--- config.mk ---
export PLATFORM = sky130hd
export DESIGN_NAME = current_setpoint_dither_config
export DESIGN_NICKNAME = d
export VERILOG_FILES = /design/src/rtl/csd_pkg.sv /design/src/rtl/dither_gen.sv /design/src/rtl/current_setpoint_dither_config.sv
export SDC_FILE = /design/constraint.sdc
export NUM_CORES = 1
export LEC_CHECK = 0
export CAP_MARGIN = 0
export CORE_MARGIN = 2
export CORE_UTILIZATION = 55
export CTS_BUF_LIST = sky130_fd_sc_hd__clkbuf_2 sky130_fd_sc_hd__clkbuf_4 sky130_fd_sc_hd__clkbuf_8
export DETAILED_ROUTE_END_ITERATION = 10
export DONT_BUFFER_PORTS = 1
export PLACE_DENSITY = 0.7
export SYNTH_ARGS = -nofsm -noshare
export SYNTH_HDL_FRONTEND = slang
export SYNTH_HIERARCHICAL = 1
export SYNTH_SLANG_ARGS = --single-unit
--- constraint.sdc ---
create_clock -name clk -period 4.8 [get_ports clk]
set_input_delay 0.48 -clock clk [delete_from_list [all_inputs] [get_ports clk]]
set_output_delay 0.48 -clock clk [all_outputs]
set_load 0.01 [all_outputs]
--- src/rtl/csd_pkg.sv ---
// Constants for the current set point and dither configuration block
package csd_pkg;
	// ------------------------------------------------------------
	// Frame layout
	// ------------------------------------------------------------
	localparam int FRAME_W       = 32;
	localparam int DIR_BIT       = 31;
	localparam int SEL_HI        = 30;
	localparam int SEL_LO        = 26;
	localparam int CH_HI         = 25;
	localparam int CH_LO         = 24;
	localparam int EN_LOW_BIT    = 23;
	localparam int ON_BIT        = 22;
	localparam int STEP_HI       = 21;
	localparam int STEP_LO       = 12;
	localparam int DITHER_EN_BIT = 11;
	localparam int SP_HI         = 10;
	localparam int SP_LO         = 0;
	localparam int CNT_HI        = 5;
	localparam int CNT_LO        = 0;

	// ------------------------------------------------------------
	// Selector codes, widths and reset values
	// ------------------------------------------------------------
	localparam logic [4:0]  SEL_SETPOINT = 5'h03;
	localparam logic [4:0]  SEL_PERIOD   = 5'h04;
	localparam int          NUM_CH       = 4;
	localparam int          CH_W         = 2;
	localparam int          STEP_W       = 10;
	localparam int          SP_W         = 11;
	localparam int          CNT_W        = 6;
	localparam int          FRAC_W       = 4;
	localparam int          CMD_W        = 15;
	localparam int          AMP_W        = 18;
	localparam logic [CMD_W-1:0] CMD_MAX = 15'h7FFF;
	localparam logic [FRAME_W-1:0] SETPOINT_RST = 32'h00000000;
	localparam logic [FRAME_W-1:0] PERIOD_RST   = 32'h00000000;

	// ------------------------------------------------------------
	// Dither quarter phases
	// ------------------------------------------------------------
	typedef enum logic [1:0] {
		Q_RISE0 = 2'b00,
		Q_FALL0 = 2'b01,
		Q_FALL1 = 2'b10,
		Q_RISE1 = 2'b11
	} quarter_t;
endpackage

--- src/rtl/dither_gen.sv ---
// Triangular dither generator and commanded current for one channel
`timescale 1ns/10ps
module dither_gen
	import csd_pkg::*;
(
	// Clock and reset
	input  wire logic              clk,
	input  wire logic              reset,
	// Pacing
	input  wire logic              pwm_tick,
	// Settings
	input  wire logic              dither_en,
	input  wire logic [STEP_W-1:0] step_size,
	input  wire logic [CNT_W-1:0]  step_count,
	input  wire logic [SP_W-1:0]   setpoint,
	// Result, units of 2^-15 of full scale
	output logic      [CMD_W-1:0]  current_cmd
);
	logic signed [AMP_W-1:0] acc_ff;
	logic        [CNT_W-1:0] cnt_ff;
	quarter_t                quarter_ff;
	logic                    active;
	logic signed [AMP_W-1:0] step_ext;
	logic signed [AMP_W:0]   sum;
	logic        [CMD_W-1:0] current_cmd_ff;

	assign active   = dither_en && (step_count != '0);
	assign step_ext = $signed({{(AMP_W-STEP_W){1'b0}}, step_size});

	// ------------------------------------------------------------
	// Waveform: up one quarter, down two, up one, one step a tick
	// ------------------------------------------------------------
	always_ff @(posedge clk)
	begin
		if (reset || !active)
		begin
			acc_ff     <= '0;
			cnt_ff     <= '0;
			quarter_ff <= Q_RISE0;
		end
		else if (pwm_tick)
		begin
			unique case (quarter_ff)
				Q_RISE0, Q_RISE1: acc_ff <= acc_ff + step_ext;
				Q_FALL0, Q_FALL1: acc_ff <= acc_ff - step_ext;
			endcase
			// Compare with >= so a shorter count written mid-cycle recovers
			if (cnt_ff >= step_count - 6'h01)
			begin
				cnt_ff     <= '0;
				quarter_ff <= quarter_t'(quarter_ff + 2'h1);
			end
			else
				cnt_ff <= cnt_ff + 6'h01;
		end
	end

	// ------------------------------------------------------------
	// Set point scaled to step units plus dither, clamped
	// ------------------------------------------------------------
	assign sum = $signed({4'h0, setpoint, {FRAC_W{1'b0}}})
		+ $signed({acc_ff[AMP_W-1], acc_ff});

	always_ff @(posedge clk)
	begin
		if (reset)
			current_cmd_ff <= '0;
		else if (sum < 0)
			current_cmd_ff <= '0;
		else if (sum > $signed({4'h0, CMD_MAX}))
			current_cmd_ff <= CMD_MAX;
		else
			current_cmd_ff <= sum[CMD_W-1:0];
	end

	assign current_cmd = current_cmd_ff;

	a_dither_step_size: assert property (
		@(posedge clk) disable iff (reset)
		(active && pwm_tick) |=> (!active
			|| (acc_ff - $past(acc_ff) == $past(step_ext))
			|| ($past(acc_ff) - acc_ff == $past(step_ext))))
		else $error("dither moved by other than one step");

	a_dither_off_zero: assert property (
		@(posedge clk) disable iff (reset)
		!dither_en |=> acc_ff == '0)
		else $error("dither not cleared while disabled");

	a_plain_setpoint: assert property (
		@(posedge clk) disable iff (reset)
		!dither_en [*2] |=> current_cmd == {$past(setpoint), 4'h0})
		else $error("command differs from set point without dither");

	a_quarter_length: assert property (
		@(posedge clk) disable iff (reset)
		(active && pwm_tick && cnt_ff == step_count - 6'h01)
		|=> (!active || (cnt_ff == '0 && quarter_ff != $past(quarter_ff))))
		else $error("quarter did not end after step count ticks");
endmodule

--- src/rtl/current_setpoint_dither_config.sv ---
// Per-channel set point and dither settings written by serial frames
//
// Functional notes
// - Frame bit 31 selects a read (0) or a write (1) of the settings.
// - Selector 0 0011 at bits 30:26 picks set point; 25:24 pick channel.
// - Selector 0 0100 picks the dither period, same field positions.
// - Bit 23 set keeps regulating with enable low; clear switches off.
// - Bit 22 commands the channel on (1) or off (0) in on/off use.
// - Bits 21:12 hold the dither step, its LSB 1/16 of a set point LSB.
// - Bit 11 enables the dither added to the commanded current.
// - Bits 10:0 hold the unsigned average current set point.
// - Period bits 5:0 give the PWM periods per dither quarter.
// - Dither moves one step per PWM period, 2*step*count peak to peak.
// - All settings of every channel are zero after reset.
`timescale 1ns/10ps
module current_setpoint_dither_config
	import csd_pkg::*;
(
	// Clock and reset
	input  wire logic                          clk,
	input  wire logic                          reset,
	// Received frame, one-cycle strobe
	input  wire logic                          frame_valid,
	input  wire logic [FRAME_W-1:0]            frame_data,
	// Response frame
	output logic                               resp_valid,
	output logic      [FRAME_W-1:0]            resp_data,
	// Pins and pacing
	input  wire logic                          enable_pin,
	input  wire logic                          pwm_tick,
	// Channel outputs
	output logic      [NUM_CH-1:0]             channel_on,
	output logic      [NUM_CH-1:0]             channel_regulate,
	output logic      [NUM_CH-1:0][CMD_W-1:0]  current_cmd
);
	logic              en_low_keep_ff [NUM_CH];
	logic              on_cmd_ff      [NUM_CH];
	logic              dither_en_ff   [NUM_CH];
	logic [STEP_W-1:0] step_ff        [NUM_CH];
	logic [SP_W-1:0]   setpoint_ff    [NUM_CH];
	logic [CNT_W-1:0]  count_ff       [NUM_CH];
	logic [NUM_CH-1:0] channel_on_ff;
	logic [NUM_CH-1:0] regulate_ff;
	logic              resp_valid_ff;
	logic [FRAME_W-1:0] resp_data_ff;

	logic              is_write;
	logic [4:0]        message_selector;
	logic              channel_select_high;
	logic              channel_select_low;
	logic [CH_W-1:0]   ch;
	logic              hit_setpoint;
	logic              hit_period;

	// ------------------------------------------------------------
	// Frame decode
	// ------------------------------------------------------------
	assign is_write            = frame_data[DIR_BIT];
	assign message_selector    = frame_data[SEL_HI:SEL_LO];
	assign channel_select_high = frame_data[CH_HI];
	assign channel_select_low  = frame_data[CH_LO];
	assign ch = {channel_select_high, channel_select_low};
	assign hit_setpoint = frame_valid
		&& message_selector == SEL_SETPOINT;
	assign hit_period   = frame_valid
		&& message_selector == SEL_PERIOD;

	// ------------------------------------------------------------
	// Per-channel settings and outputs
	// ------------------------------------------------------------
	for (genvar i = 0; i < NUM_CH; i++)
	begin : g_ch
		localparam logic [CH_W-1:0] CH_ID = CH_W'(i);

		always_ff @(posedge clk)
		begin
			if (reset)
			begin
				en_low_keep_ff[i] <= SETPOINT_RST[EN_LOW_BIT];
				on_cmd_ff[i]      <= SETPOINT_RST[ON_BIT];
				step_ff[i]        <= SETPOINT_RST[STEP_HI:STEP_LO];
				dither_en_ff[i]   <= SETPOINT_RST[DITHER_EN_BIT];
				setpoint_ff[i]    <= SETPOINT_RST[SP_HI:SP_LO];
			end
			else if (hit_setpoint && is_write && ch == CH_ID)
			begin
				en_low_keep_ff[i] <= frame_data[EN_LOW_BIT];
				on_cmd_ff[i]      <= frame_data[ON_BIT];
				step_ff[i]        <= frame_data[STEP_HI:STEP_LO];
				dither_en_ff[i]   <= frame_data[DITHER_EN_BIT];
				setpoint_ff[i]    <= frame_data[SP_HI:SP_LO];
			end
		end

		// Unused bits of the period frame are dropped here
		always_ff @(posedge clk)
		begin
			if (reset)
				count_ff[i] <= PERIOD_RST[CNT_HI:CNT_LO];
			else if (hit_period && is_write && ch == CH_ID)
				count_ff[i] <= frame_data[CNT_HI:CNT_LO];
		end

		// Enable pin low: off unless told to keep regulating
		always_ff @(posedge clk)
		begin
			if (reset)
			begin
				regulate_ff[i]   <= 1'b0;
				channel_on_ff[i] <= 1'b0;
			end
			else
			begin
				regulate_ff[i]   <= enable_pin || en_low_keep_ff[i];
				channel_on_ff[i] <= on_cmd_ff[i]
					&& (enable_pin || en_low_keep_ff[i]);
			end
		end

		dither_gen u_dither_gen (
			.clk         (clk),
			.reset       (reset),
			.pwm_tick    (pwm_tick),
			.dither_en   (dither_en_ff[i]),
			.step_size   (step_ff[i]),
			.step_count  (count_ff[i]),
			.setpoint    (setpoint_ff[i]),
			.current_cmd (current_cmd[i])
		);
	end

	assign channel_on       = channel_on_ff;
	assign channel_regulate = regulate_ff;

	// ------------------------------------------------------------
	// Response, one cycle after the frame, showing post-write state
	// ------------------------------------------------------------
	always_ff @(posedge clk)
	begin
		if (reset)
		begin
			resp_valid_ff <= 1'b0;
			resp_data_ff  <= '0;
		end
		else if (hit_setpoint)
		begin
			resp_valid_ff <= 1'b1;
			resp_data_ff  <= '0;
			resp_data_ff[SEL_HI:SEL_LO] <= SEL_SETPOINT;
			resp_data_ff[CH_HI:CH_LO]   <= ch;
			if (is_write)
			begin
				resp_data_ff[EN_LOW_BIT:SP_LO] <= frame_data[EN_LOW_BIT:SP_LO];
			end
			else
			begin
				resp_data_ff[EN_LOW_BIT]      <= en_low_keep_ff[ch];
				resp_data_ff[ON_BIT]          <= on_cmd_ff[ch];
				resp_data_ff[STEP_HI:STEP_LO] <= step_ff[ch];
				resp_data_ff[DITHER_EN_BIT]   <= dither_en_ff[ch];
				resp_data_ff[SP_HI:SP_LO]     <= setpoint_ff[ch];
			end
		end
		else if (hit_period)
		begin
			resp_valid_ff <= 1'b1;
			resp_data_ff  <= '0;
			resp_data_ff[SEL_HI:SEL_LO] <= SEL_PERIOD;
			resp_data_ff[CH_HI:CH_LO]   <= ch;
			resp_data_ff[CNT_HI:CNT_LO] <= is_write
				? frame_data[CNT_HI:CNT_LO] : count_ff[ch];
		end
		else
		begin
			resp_valid_ff <= 1'b0;
			resp_data_ff  <= '0;
		end
	end

	assign resp_valid = resp_valid_ff;
	assign resp_data  = resp_data_ff;

	// ------------------------------------------------------------
	// Checks
	// ------------------------------------------------------------
	a_write_setpoint: assert property (
		@(posedge clk) disable iff (reset)
		(hit_setpoint && is_write) |=>
		setpoint_ff[$past(ch)] == $past(frame_data[SP_HI:SP_LO])
		&& step_ff[$past(ch)] == $past(frame_data[STEP_HI:STEP_LO]))
		else $error("set point write not stored");

	a_read_keeps: assert property (
		@(posedge clk) disable iff (reset)
		(hit_setpoint && !is_write && ch == 2'h0) |=>
		$stable(setpoint_ff[0]) && $stable(step_ff[0]))
		else $error("read changed stored settings");

	a_write_period: assert property (
		@(posedge clk) disable iff (reset)
		(hit_period && is_write) |=>
		count_ff[$past(ch)] == $past(frame_data[CNT_HI:CNT_LO]))
		else $error("period write not stored");

	a_period_answer: assert property (
		@(posedge clk) disable iff (reset)
		hit_period |=> resp_valid
		&& resp_data[FRAME_W-1:CNT_HI+1]
		== {1'b0, SEL_PERIOD, $past(ch), 18'h00000})
		else $error("period answer malformed");

	a_setpoint_answer: assert property (
		@(posedge clk) disable iff (reset)
		(hit_setpoint && !is_write) |=> resp_valid
		&& resp_data[SEL_HI:CH_LO] == {SEL_SETPOINT, $past(ch)}
		&& resp_data[SP_HI:SP_LO] == $past(setpoint_ff[ch]))
		else $error("set point answer malformed");

	a_enable_low_off: assert property (
		@(posedge clk) disable iff (reset)
		(!enable_pin && !en_low_keep_ff[0]) |=> !channel_on[0]
		&& !channel_regulate[0])
		else $error("channel on while enable low");

	a_on_command: assert property (
		@(posedge clk) disable iff (reset)
		(enable_pin && $stable(on_cmd_ff[1]))
		|=> channel_on[1] == $past(on_cmd_ff[1]))
		else $error("channel output differs from command");

	a_reset_zero: assert property (
		@(posedge clk)
		reset |=> setpoint_ff[3] == '0 && count_ff[3] == '0
		&& !dither_en_ff[3] && !on_cmd_ff[3] && !resp_valid)
		else $error("settings not cleared by reset");
endmodule

# Word level (Yosys, flattened, before mapping)
# Memories as Yosys holds them, arrays and structs flattened.
# Cells that the tools add are included.
[word_totals]
ff_bits = 202
latchBits = 0
mem_bits_rw = 120
romBits = 0
inputBits = 37
output_inout_bits = 101
elab_cells = 236
n_memories = 6
[memory_table]
columns = ["name", "words", "width", "read_ports", "rd_ports_with_merged_regs", "wr", "line", "rtl"]
rows = [
  ["setpoint_ff", 4, 11, 5, 0, 4, "current_setpoint_dither_config.sv:40", "logic [SP_W-1:0] setpoint_ff [NUM_CH];"],
  ["step_ff", 4, 10, 5, 0, 4, "current_setpoint_dither_config.sv:39", "logic [STEP_W-1:0] step_ff [NUM_CH];"],
  ["count_ff", 4, 6, 5, 0, 4, "current_setpoint_dither_config.sv:41", "logic [CNT_W-1:0] count_ff [NUM_CH];"],
  ["dither_en_ff", 4, 1, 5, 0, 4, "current_setpoint_dither_config.sv:38", "logic dither_en_ff [NUM_CH];"],
  ["en_low_keep_ff", 4, 1, 5, 0, 4, "current_setpoint_dither_config.sv:36", "logic en_low_keep_ff [NUM_CH];"],
  ["on_cmd_ff", 4, 1, 5, 0, 4, "current_setpoint_dither_config.sv:37", "logic on_cmd_ff [NUM_CH];"],
]
[classes]
n_addsub = 24
n_mul = 0
div = 0
magnitude_cmp = 12
n_eq_ne = 17
shift = 0
muxes = 68
n_bitwise = 24
reduce_logical = 58
[op_table]
columns = ["operator", "n"]
rows = [
  ["18-bit one-hot mux with 2 select lines", 4],
  ["16-bit by 18-bit adder with 19-bit output", 4],
  ["19-bit by 16-bit greater-than comparator with 1-bit output (second input constant)", 4],
  ["19-bit by 1-bit less-than comparator with 1-bit output (second input constant)", 4],
  ["18-bit by 11-bit adder with 18-bit output", 4],
  ["18-bit by 11-bit subtractor with 18-bit output", 4],
  ["15-bit two-way mux", 4],
  ["6-bit two-way mux", 9],
  ["11-bit two-way mux", 4],
  ["1-bit two-way mux", 40],
  ["10-bit two-way mux", 4],
  ["29-bit two-way mux", 1],
  ["28-bit two-way mux", 1],
  ["2-bit OR reduction", 13],
  ["6-bit by 1-bit adder with 6-bit output (second input constant)", 4],
  ["6-bit >= comparator", 4],
  ["24-bit two-way mux", 1],
  ["1-bit OR", 24],
  ["6-bit nonzero test", 4],
  ["6-bit by 1-bit subtractor with 6-bit output (second input constant)", 4],
  ["2-bit equality test (second input constant)", 10],
  ["1-bit logical AND", 20],
  ["2-bit by 1-bit equality test with 1-bit output (second input constant)", 5],
  ["2-bit logical NOT", 5],
  ["6 further kinds", 22],
]

# Logic depth before layout (Yosys ltp)
[logic_depth]
word_depth = 8
mapped_depth = 15
mapped_depth_nobuf = 15

# Hierarchy
# The synthesis kept the hierarchy.
[by_module_without_submodules]
columns = ["module", "instances", "cells_per_inst", "area_per_inst_um2", "seq_area_each_um2"]
rows = [
  ["current_setpoint_dither_config", 1, 468, 6700.2, 4344.2],
  ["dither_gen (g_ch[0].u_dither_gen)", 1, 383, 3230.6, 820.8],
  ["dither_gen (g_ch[3].u_dither_gen)", 1, 379, 3226.8, 820.8],
  ["dither_gen (g_ch[2].u_dither_gen)", 1, 373, 3176.8, 820.8],
  ["dither_gen (g_ch[1].u_dither_gen)", 1, 370, 3115.5, 820.8],
]

# Worst setup path before layout
# OpenSTA, ideal clock, no wires.
[synth_timing]
kind = "register -> register"
startpoint = "memory step_ff[3][3]"
endpoint = "register g_ch[3].u_dither_gen.acc_ff[16]"
setup_ns = 0.128
arrival_time_ns = 3.269
required_ns = 4.672
slack_ns = 1.403
stages_incl_launch_ff = 14
n_path_buf = 0
period_less_slack_ns = 3.397
cell_sequence = "edfxtp_1 > nor4_1 > nor4b_1 > nor2_1 > xnor2_1 > ha_1 > and2_1 > o21a_1 > a41o_1 > o41ai_1 > o21ai_0 > xor2_1 > mux2i_1 > nor2_1"
[synth_lines]
columns = ["element", "line", "rtl"]
rows = [
  ["start, declared", "current_setpoint_dither_config.sv:39", ""],
  ["end signal, assigned", "dither_gen.sv:44", "Q_RISE0, Q_RISE1: acc_ff <= acc_ff + step_ext;"],
  ["end signal, assigned", "dither_gen.sv:45", "Q_FALL0, Q_FALL1: acc_ff <= acc_ff - step_ext;"],
  ["end, declared", "dither_gen.sv:19", "logic signed [AMP_W-1:0] acc_ff;"],
]

==> qor.txt <==
Status: complete, no violations
First-pass GRT wire length: 79900 um
Die area: 36900 um2
NetSw: 1.75 mW
Post-route insts no fill: 2491
Hold crit path type: input pin to flip-flop
CTS H-tree lvls: 2
Initial core utilization: 56.0%
DRC Markers: 0
CP max FO: 8
Cell Area, Synth: 19400 um2
Post-cts sizing count: 0
Final period utilization: 81.2%
Final setup fails: 0
Area of the multi-input gates: 11200 um2
DP Cell Count: 2368
Total power: 6.69 mW
Port-buffer cells: 0
Distinct cells, synth: 97
Antenna violations before repair: 0
Via density: 6.02
Pins Over Slew Limit: 0
Antenna viol nets, final: 0
Cell count after synthesis: 1973
DR pass1 iterations: 5
Cts hold-fix bufs: 21
Seq/Total Area, Yosys: 39.2%
Post-synth top flop: dfxtp_1
Remaining Overflow, GRT: 0
Total CTS buffers: 54
Pwr/cell area: 316 nW/um2
CP Capture Type: flip-flop
DP Worst Slack: 959 ps
Max-cap violations: 0
Vias in the first global route: 14300
Sequential cell area: 7630 um2
WS Path Type: flip-flop to flip-flop
Worst Path Required: 5300 ps
EDFF count, synth: 120
Tightest Pin Transition: 1160 ps
Post-DP HPWL: 37800 um
Clock share of power: 41.8%
Routed vias: 15000
Post-route worst setup slack: 903 ps
Clk pin slew, worst setup/hold paths: 60 ps
Number of fill cells: 2915
Sequential Power Share: 46.5%
Die Span X: 192 um
Core area: 34700 um2
Root buffer cell: clkbuf_8
LEAKAGE: 8.87 nW
Clock buffer depth: 3
Drt initial violations: 1332
Fin Clk Skew: 23.6 ps
Number of synthesized register bits: 321
CTS tree: built
Worst-Skew Late Latency: 650 ps
Startpoint types: flip-flop
Synth Area per Inst: 9.86 um2
Postcts setup bufs: 0
P_int: 4.94 mW
GRT Util Overall: 28.1%
Net Sw Frac: 26.1%
GP Congestion: 0.915
Minimum clock period after layout: 3900 ps
Final Util: 60.9%
RSZ-0062 raised after global routing: false
NumNets Final: 2187
Routed WL per cell: 20.7 um
Synth async-reset ratio: 0%
# IOs: 138
VDD IR max: 0.221 mV
DP Area: 19700 um2
Peak Freq: 257 MHz
Yosys warning total: 6
Total wire length: 51600 um
Setup TNS: 0 ps
Largest net degree at the start of global routing: 91
WP data arrival: 4400 ps
Die H: 192 um
Final Hold Slack: 29.0 ps
Design Area, Final: 21200 um2
Clock tree sinks: 321
Fin. Hold Viols: 0
Rel. slew slack: 22.8%
Fraction of layout cells with a size suffix above 1: 8.94%
Row count: 68
Combinational Power Share: 11.8%
Area Overhead vs Synth: 8.77%
synthesized netlist by cell type, types with 30 or more instances:
master    count  area, um2
dfxtp_1     201       4020
nor2_1      182        683
ha_1        152       1900
a21oi_1     121        606
edfxtp_1    120       3600
and2_1      118        738
nand2_1     102        383
xnor2_1      93        815
o21a_1       67        503
xor2_1       65        569
mux2i_1      64        641
inv_1        60        225
o21ai_0      57        285
a21o_1       44        330
o21ai_1      33        165
nand3_1      32        160
nor3_1       30        150
flip-flops by register name, indices dropped and copies added (netlist names), 8 cells and up:
name / cells
step_ff: 40
g_ch.u_dither_gen/cnt_ff: 24
setpoint_ff: 44
count_ff: 24
resp_data: 28
g_ch.u_dither_gen/acc_ff: 72
g_ch.u_dither_gen/quarter_ff: 8
g_ch.u_dither_gen/current_cmd: 60
final cells by class:
type | count | share of cell area, %
Multi-Input combinational cell | 1525 | 53.1
Sequential cell | 321 | 36.1
Clock buffer | 78 | 4.57
Tap cell | 455 | 2.69
Clock inverter | 23 | 1.31
Timing Repair Buffer | 26 | 1.17
Inverter | 62 | 1.10
Antenna cell | 1 | 0.0118
logic make-up (layout without fill, tap and decap cells):
family | Yosys count | count (layout) | share of synthesized area (%)
and+or+nand+nor | 633 | 633 | 17.1
AOI/OAI and AO/OA | 483 | 483 | 17.1
buffers and inverters | 129 | 189 | 3.07
muxes | 88 | 88 | 5.73
xor gates and xnor gates | 158 | 158 | 7.11
DFF | 321 | 321 | 39.2
other | 1 | 4 | 0.0193
adders and majority gates | 160 | 160 | 10.6
placed cells by master, fill, tap and decap left out, types with 9 or more instances in the layout:
master,count
nand3b_1,12
and3_1,22
o21ai_1,33
a31oi_1,9
xor2_1,65
nand4_1,24
o21ai_0,57
mux2i_1,64
clkbuf_4,17
dfxtp_1,201
o22ai_1,14
nor3_1,30
nand2_1,102
nand3_1,32
nor2_1,182
a211oi_1,19
nand2b_1,27
clkinv_2,12
a21o_1,44
clkbuf_8,61
edfxtp_1,120
xnor2_1,93
or4_1,15
o211ai_1,9
o41ai_1,11
ha_1,152
o21bai_1,14
nor2b_1,11
o21a_1,67
mux4_2,18
a21oi_1,121
and2_1,118
dlygate4sd3_1,21
o31ai_1,13
inv_1,60
power by group through the flow:
stage	sequential, mW	clock (mW)	combinational [mW]
global placement	3.16	0	0.736
finish	3.11	2.79	0.786
floorplan	3.10	0	0.652
detailed placement	3.16	0	0.750
global route	3.12	2.94	0.871
CTS	3.10	2.84	0.780
routing by layer:
layer  share of wire (%)  track usage [%]  wire (um)
met5                   0                0          0
met4                 2.9             9.51       1470
met3                 6.6             5.21       3430
met2                  47             46.8      24500
met1                  43             36.9      22300
worst paths after layout:
path | start | slack, ps | cells after the start | to
setup / recovery | step_ff[3][3] | 900 | 13 | g_ch[3].u_dither_gen/acc_ff[16]
hold reg to reg | on_cmd_ff[2] | 480 | 1 | channel_on[2]
hold / removal | frame_data[31] | 30 | 2 | resp_data[10]
setup reg to reg | step_ff[3][3] | 900 | 13 | g_ch[3].u_dither_gen/acc_ff[16]
critical path, stage by stage (launching register included):
cell	delay (ps)
edfxtp_1	470
nor4_1	470
nor4b_1	510
nor2_1	100
xnor2_1	150
ha_1	380
and2_1	210
o21a_1	170
a41o_1	250
o41ai_1	480
o21ai_0	200
xor2_1	170
mux2i_1	150
nor2_1	50
No activity file was read; power rests on OpenSTA's default activity.
